===== config.mk =====
export PLATFORM = sky130hd
export DESIGN_NAME = eips_prio_select
export DESIGN_NICKNAME = d
export VERILOG_FILES = /design/src/eips_pkg.sv /design/src/eips_prio_select.sv
export SDC_FILE = /design/constraint.sdc
export NUM_CORES = 1
export LEC_CHECK = 0
export ABC_AREA = 1
export BUFFER_PORTS_ARGS = -buffer_cell sky130_fd_sc_hd__buf_4
export CORE_MARGIN = 3
export CORE_UTILIZATION = 43
export DETAILED_ROUTE_END_ITERATION = 12
export GPL_TIMING_DRIVEN = 0
export PLACE_DENSITY = 0.75
export RECOVER_POWER = 25
export SYNTH_ARGS = -nofsm -noshare
export SYNTH_HDL_FRONTEND = slang
export SYNTH_SLANG_ARGS = --single-unit

===== constraint.sdc =====
create_clock -name clock -period 1.3 [get_ports clock]
set_input_delay 0.065 -clock clock [delete_from_list [all_inputs] [get_ports clock]]
set_output_delay 0.065 -clock clock [all_outputs]
set_load 0.01 [all_outputs]

===== src/eips_pkg.sv =====
package eips_pkg;

	localparam logic [7:0] EIPS_SFR_ADDR   = 8'hf6;
	localparam logic [7:0] EIPS_PAGE_LOW   = 8'h00;
	localparam logic [7:0] EIPS_PAGE_HIGH  = 8'h0f;
	localparam logic [7:0] EIPS_PRIO_RESET = 8'h00;

	localparam int EIPS_BIT_LIN    = 7;
	localparam int EIPS_BIT_TIMER3 = 6;
	localparam int EIPS_BIT_CMP_B  = 5;
	localparam int EIPS_BIT_CMP_A  = 4;
	localparam int EIPS_BIT_CNTARR = 3;
	localparam int EIPS_BIT_CONV   = 2;
	localparam int EIPS_BIT_WINDOW = 1;
	localparam int EIPS_BIT_SMBUS  = 0;

	typedef struct packed {
		logic [7:0] addr;
		logic [7:0] page;
		logic       wr;
		logic       rd;
		logic [7:0] wdata;
	} eips_sfr_req_s;

	typedef struct packed {
		logic       lin_irq_prio;
		logic       timer3_irq_prio;
		logic       cmp_b_irq_prio;
		logic       cmp_a_irq_prio;
		logic       counter_array_irq_prio;
		logic       conv_done_irq_prio;
		logic       window_cmp_irq_prio;
		logic       smbus_irq_prio;
	} eips_prio_s;

endpackage


===== src/eips_prio_select.sv =====
`timescale 1ns/1ps
// Notes on behaviour
// bit 7 sets lin interrupt priority, 0 low, 1 high.
// bit 6 sets timer 3 interrupt priority, 0 low, 1 high.
// bit 5 sets comparator b interrupt priority, 0 low, 1 high.
// bit 4 sets comparator a interrupt priority, 0 low, 1 high.
// bit 3 sets counter array interrupt priority, 0 low, 1 high.
// bit 2 sets conversion-complete interrupt priority, 0 low, 1 high.
// bit 1 sets window-compare interrupt priority, 0 low, 1 high.
// bit 0 sets smbus interrupt priority, 0 low, 1 high.
// register sits at 0xf6 on pages 0x00 and 0x0f, all bits rw.
// high pending wins over low and may preempt a low service.
module eips_prio_select
	import eips_pkg::*;
(
	// clock and reset
	input  wire logic          clock,
	input  wire logic          rst_b,
	// special-function register access
	input  wire eips_sfr_req_s sfr_req,
	output logic [7:0]         sfr_rdata,
	// interrupt sources and core handshake
	input  wire logic [7:0]    irq_pend,
	input  wire logic          irq_ack,
	input  wire logic          irq_ret,
	output logic               irq_req,
	output logic [2:0]         irq_id,
	output logic               irq_high,
	// priority levels seen by the core
	output eips_prio_s         prio
);

	logic [7:0] prio_reg;
	logic [7:0] rdata_reg;
	logic       req_reg;
	logic [2:0] id_reg;
	logic       high_reg;
	logic       high_act_reg;
	logic       low_act_reg;

	wire logic       page_ok;
	wire logic       hit;
	wire logic [7:0] hi_cand;
	wire logic [7:0] lo_cand;
	wire logic [7:0] hi_one;
	wire logic [7:0] lo_one;
	wire logic       hi_ok;
	wire logic       lo_ok;
	wire logic [7:0] sel_one;
	wire logic [2:0] sel_id;

	// both pages decode the same location
	assign page_ok = (sfr_req.page == EIPS_PAGE_LOW) ||
		(sfr_req.page == EIPS_PAGE_HIGH);
	assign hit = page_ok && (sfr_req.addr == EIPS_SFR_ADDR);

	// a set bit puts that source in the high class
	assign hi_cand = irq_pend & prio_reg;
	assign lo_cand = irq_pend & ~prio_reg;
	// lowest source index wins inside a class
	assign hi_one = hi_cand & (~hi_cand + 8'h01);
	assign lo_one = lo_cand & (~lo_cand + 8'h01);

	// high may interrupt a low service, never another high one
	assign hi_ok = (|hi_cand) && !high_act_reg;
	// low waits until nothing at all is in service
	assign lo_ok = (|lo_cand) && !high_act_reg && !low_act_reg;
	assign sel_one = hi_ok ? hi_one : lo_one;

	genvar g;
	generate
		for (g = 0; g < 3; g++) begin : g_enc
			wire logic [7:0] m;
			for (genvar k = 0; k < 8; k++) begin : g_m
				assign m[k] = sel_one[k] & ((k >> g) & 1) != 0;
			end
			assign sel_id[g] = |m;
		end
	endgenerate

	always_ff @(posedge clock or negedge rst_b) begin
		if (!rst_b) begin
			prio_reg <= EIPS_PRIO_RESET;
		end else if (sfr_req.wr && hit) begin
			prio_reg <= sfr_req.wdata;
		end
	end

	// unmapped reads return zero
	always_ff @(posedge clock or negedge rst_b) begin
		if (!rst_b) begin
			rdata_reg <= 8'h00;
		end else if (sfr_req.rd) begin
			rdata_reg <= hit ? prio_reg : 8'h00;
		end
	end

	always_ff @(posedge clock or negedge rst_b) begin
		if (!rst_b) begin
			req_reg  <= 1'b0;
			id_reg   <= 3'h0;
			high_reg <= 1'b0;
		end else begin
			req_reg  <= hi_ok || lo_ok;
			id_reg   <= sel_id;
			high_reg <= hi_ok;
		end
	end

	// one nesting level each; return unwinds the innermost first
	always_ff @(posedge clock or negedge rst_b) begin
		if (!rst_b) begin
			high_act_reg <= 1'b0;
			low_act_reg  <= 1'b0;
		end else if (irq_ack && req_reg) begin
			if (high_reg) begin
				high_act_reg <= 1'b1;
			end else begin
				low_act_reg <= 1'b1;
			end
		end else if (irq_ret) begin
			if (high_act_reg) begin
				high_act_reg <= 1'b0;
			end else begin
				low_act_reg <= 1'b0;
			end
		end
	end

	assign sfr_rdata = rdata_reg;
	assign irq_req   = req_reg;
	assign irq_id    = id_reg;
	assign irq_high  = high_reg;
	assign prio      = prio_reg;

endmodule


Word-level counts from Yosys, hierarchy flattened. Index checks and enable logic that the tools add are counted.

Add/sub/neg operators: 2. Eq/ne operators: 5. Muxes and demuxes: 9. Bitwise operators: 7. Reduce and logical (&&, ||, !) cells: 19.

Operator list (number): AND 8 bit (4); NOT 8 bit (3); adder 8 x 1 -> 8 bit, second input constant (2); two-way mux 8 bit (2); OR reduction 8 bit (2); OR reduction 4 bit (3); equality test 8 x 4 -> 1 bit, second input constant (1); equality test 8 bit, second input constant (1); zero test 8 bit (1); two-way mux 1 bit (7); logical AND 1 bit (6); != test 2 bit, second input constant (2); AND reduction 3 bit (1); zero test 1 bit (2); logical OR 1 bit (2); != test 2 x 1 -> 1 bit, second input constant (1); AND reduction 2 bit (1); nonzero test 2 bit (1).

Flip-flop bits (word level): 23. Logic and storage cells: 49.

Depth between registers and ports, before layout.
Depth in word-level cells: 7. Mapped depth: 10. Gate-level depth less buffers: 10.

Least setup slack after synthesis. No wires, ideal clock.

Kind: flip-flop to flip-flop. Start point: register prio_reg[4], in the netlist prio[4]. End point: register id_reg[2], in the netlist irq_id[2]. Arrival: 1.165 ns. Required time: 1.181 ns. Path slack: 0.016 ns. Cell stages (with the launch flop): 11. Period minus slack after synthesis: 1.284 ns. Cell sequence: dfrtp_1 -> nand2_2 -> nand2_2 -> nor2_2 -> nand2_4 -> nand2_8 -> nand2_2 -> nand2_2 -> nand2_2 -> inv_2 -> nand2_1.

Longest elaborated chain between the ends: 7.

Ends and longest elaborated chain: from (decl) (RTL line eips_prio_select.sv:33) `logic [7:0] prio_reg;`; from (signal assigned) (RTL line eips_prio_select.sv:85) `prio_reg <= sfr_req.wdata;`; NOT 8 bit (RTL line eips_prio_select.sv:59) `assign lo_cand = irq_pend & ~prio_reg;`; AND 8 bit (RTL line eips_prio_select.sv:59); NOT 8 bit (RTL line eips_prio_select.sv:62) `assign lo_one = lo_cand & (~lo_cand + 8'h01);`; adder 8 x 1 -> 8 bit (RTL line eips_prio_select.sv:62); AND 8 bit (RTL line eips_prio_select.sv:62); two-way mux 8 bit (*) (RTL line eips_prio_select.sv:68) `assign sel_one = hi_ok ? hi_one : lo_one;`; OR reduction 4 bit (*) (RTL line eips_prio_select.sv:77) `assign sel_id[g] = |m;`; net sel_id[2] (RTL line eips_prio_select.sv:50) `wire logic [2:0] sel_id;`; to (signal assigned) (RTL line eips_prio_select.sv:105) `id_reg <= sel_id;`; to (decl) (RTL line eips_prio_select.sv:36) `logic [2:0] id_reg;`.

Mark *: on every way through the listed nets, which the timed path passes. The rest lies on a longest branch. A chain may end at the register's enable or synchronous reset.

Worst setup path after layout.
Start point: register prio_reg[0], in the netlist prio[0]. End point: register id_reg[1], in the netlist irq_id[1].

Same word-level chain as after synthesis.

==> results.yml <==
run_status:
  status: "complete, but fails checks"
  violations: "setup timing"
setup_path:
  endpoint_kind: "register"
  critPathKind: "reg2reg"
  crit_start: "prio[0]"
  worstPathMaxFanout: 6
  cp_slowest_cell: "dfrtp_1"
  worstSetupStartpointType: "register"
  path_common_cell: "nand2_1"
  critical_path.max_stage_delay_ns: 0.43
  critical_path.cell_chain: "nand2_1, nand2_2, nor2_4, nand2_4, nand2_8, buf_6, nand2_1, nand2_1, nor2_1, nand2_1"
  required_ns: 1.52
  arrival_ns: 1.60
  r2r-start: "prio[0]"
timing:
  setup_slack_ns: -0.08041
  finalClockSkew_ns: 0.01066
  final-hold-violation-count: 0
  setup_viol: 5
  slew_headroom_pct: 59.92
  tightestPinTransition_ns: 0.6012
  fin_crit_ns: 1.380
  grt_setup_unrepaired: "true"
  fmax_ghz: 0.7244
  period_share_pct: 106.2
  slew_viol_final: 0
clock_network:
  cts_buffer_depth: 2
  cts_sinks: 23
  htree_levels: 1
  root_buffer: "clkbuf_4"
  cts_tree: "yes"
  clock_latency_ns: 0.33
  cts.clk_slew.worst_paths_ns: 0.15
  cts_made_buffers: 3
finish:
  multi_input_area_sq_um: 797.0
  fin_cells: 342
  layout_common_cells: "73 x buf_4, 46 x nand2_1, 38 x inv_1, 21 x dfrtp_1, 15 x nor2_1"
  fin_util_pct: 73.19
  diodes: 0
  drive_gt1_share_pct: 43.29
  final_nets: 337
  fill_cells: 255
  final_common_cell: "buf_4"
  area.growth.synth_to_final_pct: 56.75
  fin_area_sq_um: 2326
  register_area_sq_um: 578.1
floorplan:
  num_io_pins: 59
  die_w_um: 64.75
  start_util_pct: 46.69
  die_h_um: 64.75
  die_area_sq_um: 4192
  coreArea_sq_um: 3178
  rows: 20
logic_synthesis:
  netlist.area_leader.share_pct: 38.79
  yosys_warnings: 0
  synth_area_leaders: "dfrtp_1 39%, nand2_1 13%, inv_1 9.9%"
  ys_types: 22
  seq_area_frac_synth_pct: 38.79
  yosysTopAreaCell: "dfrtp_1"
  synth_area_sq_um: 1484
  synth_cells: 207
  ys_ff_latch: 23
  syn-num-nets: 245
  syn_avg_cell_area_sq_um: 7.169
global_route:
  track_usage_pct: 22.05
  gr-total-overflow: 0
  grt_pass1_vias: 1686
  antenna_found_initial: 0
  grt_pass1_wl_um: 7314
  grt_max_degree: 24
placed_design:
  place_hpwl_um: 2851
  placed_area_sq_um: 1967
  finalWeightedCongestion: 0.8521
  port_buffers: 57
  dp_cells: 308
routing:
  wl_per_cell_um: 12.64
  vias: 1685
  drtIter0Drc: 144
  wl_um: 4322
  drc: 0
  routed_via_density: 4.927
  first_pass_iters: 4
  ant_nets: 0
min_path:
  hold_path_class: "in2reg"
  hold_path_startpoint: "irq_ack"
power:
  report.power.total_mw: 1.380
  pwr_density_cell_nw_per_um2: 593.2
  ir_drop_v: 0.0004884
  p_leak_nw: 1.223
run:
  drv_cap: 0
report_power, final:
part	switching [mW]	internal, mW	leakage, nW
Combinational	0.129	0.143	0.898
Sequential	0.00928	0.738	0.311
Clock	0.243	0.118	0.0139
what timing repair did:
action / in CTS / in global routing
endpoints found under the setup margin: 4 / 4
gates cloned: 0 / 0
setup buffers: 17 / 3
hold buffers: 10 / 0
resized for setup: 11 / 15
endpoints found under the hold margin: 32 / 0
pin swaps: 13 / 13
worst paths after layout:
check | endpoint | slack [ns] | cells past startpoint
worst max-delay path | irq_id[1] | -0.08 | 10
worst min-delay path | high_act_reg | 0.05 | 3
worst max register to register | irq_id[1] | -0.08 | 10
worst min register to register | irq_req | 0.46 | 1
max in group asynchronous | prio[4] | 0.62 | 2
min in group asynchronous | sfr_rdata[2] | 0.25 | 2
cells by family (layout without fill, tap and decap cells):
kind of cell	count (synthesis)	count (layout)	synth area share, %
flip-flops	23	23	38.79
AO/OA/AOI/OAI	28	28	12.39
buffers and inverters	45	136	12.06
AND/OR/NAND/NOR	111	111	36.76
worst max-delay path: cells and delay by family (launching register included):
kind	cells	cell delay, ns
DFF	1	0.43
and+or+nand+nor	9	0.71
buffers and inverters	1	0.14
per-stage QoR:
| step | TNS [ns] | hold slack, ns | setup WS (ns) |
|---|---|---|---|
| 3_5_place_dp | -0.2457 | -0.01930 | -0.08696 |
| 3_3_place_gp | -0.2339 | -0.02174 | -0.08517 |
| 6_report | -0.3099 | 0.05062 | -0.08041 |
| 4_1_cts | -0.08629 | 0.03998 | -0.03030 |
| 2_1_floorplan | 0 | -0.2306 | 0.01592 |
| 5_1_grt | -0.7959 | 0.06841 | -0.1984 |
layer usage:
| metal | global-route usage, % | wire length (um) | up-vias |
|---|---|---|---|
| met5 | 0 | 0 | - |
| met4 | 8.971 | 77 | 0 |
| met3 | 3.466 | 287 | 9 |
| met2 | 37.55 | 2220 | 63 |
| met1 | 27.65 | 1737 | 777 |
| li1 | - | - | 836 |
cell type report:
| cell class | count | area share (%) |
|---|---|---|
| tap | 44 | 2.367 |
| multi-input combinational | 139 | 34.27 |
| sequential | 23 | 24.85 |
| clock inverter | 1 | 0.3228 |
| inverter | 41 | 6.616 |
| timing repair buffer | 87 | 29.53 |
| clock buffer | 3 | 0.9683 |
| buffer | 4 | 1.076 |
Yosys cell counts:
master / n
nor3_1: 3
nor2_2: 2
nand3_2: 2
nand2_2: 14
o22ai_1: 11
inv_2: 2
buf_6: 1
dfrtp_1: 23
o21ai_0: 3
a21oi_1: 6
o21ai_2: 8
nand2_8: 1
buf_2: 2
nand2_1: 52
inv_1: 39
nor2_4: 2
nand3b_1: 1
nand2_4: 1
nor2_1: 16
clkbuf_1: 1
nand4_1: 7
nand3_1: 10
Note: power is estimated with default switching activity, not from simulation.
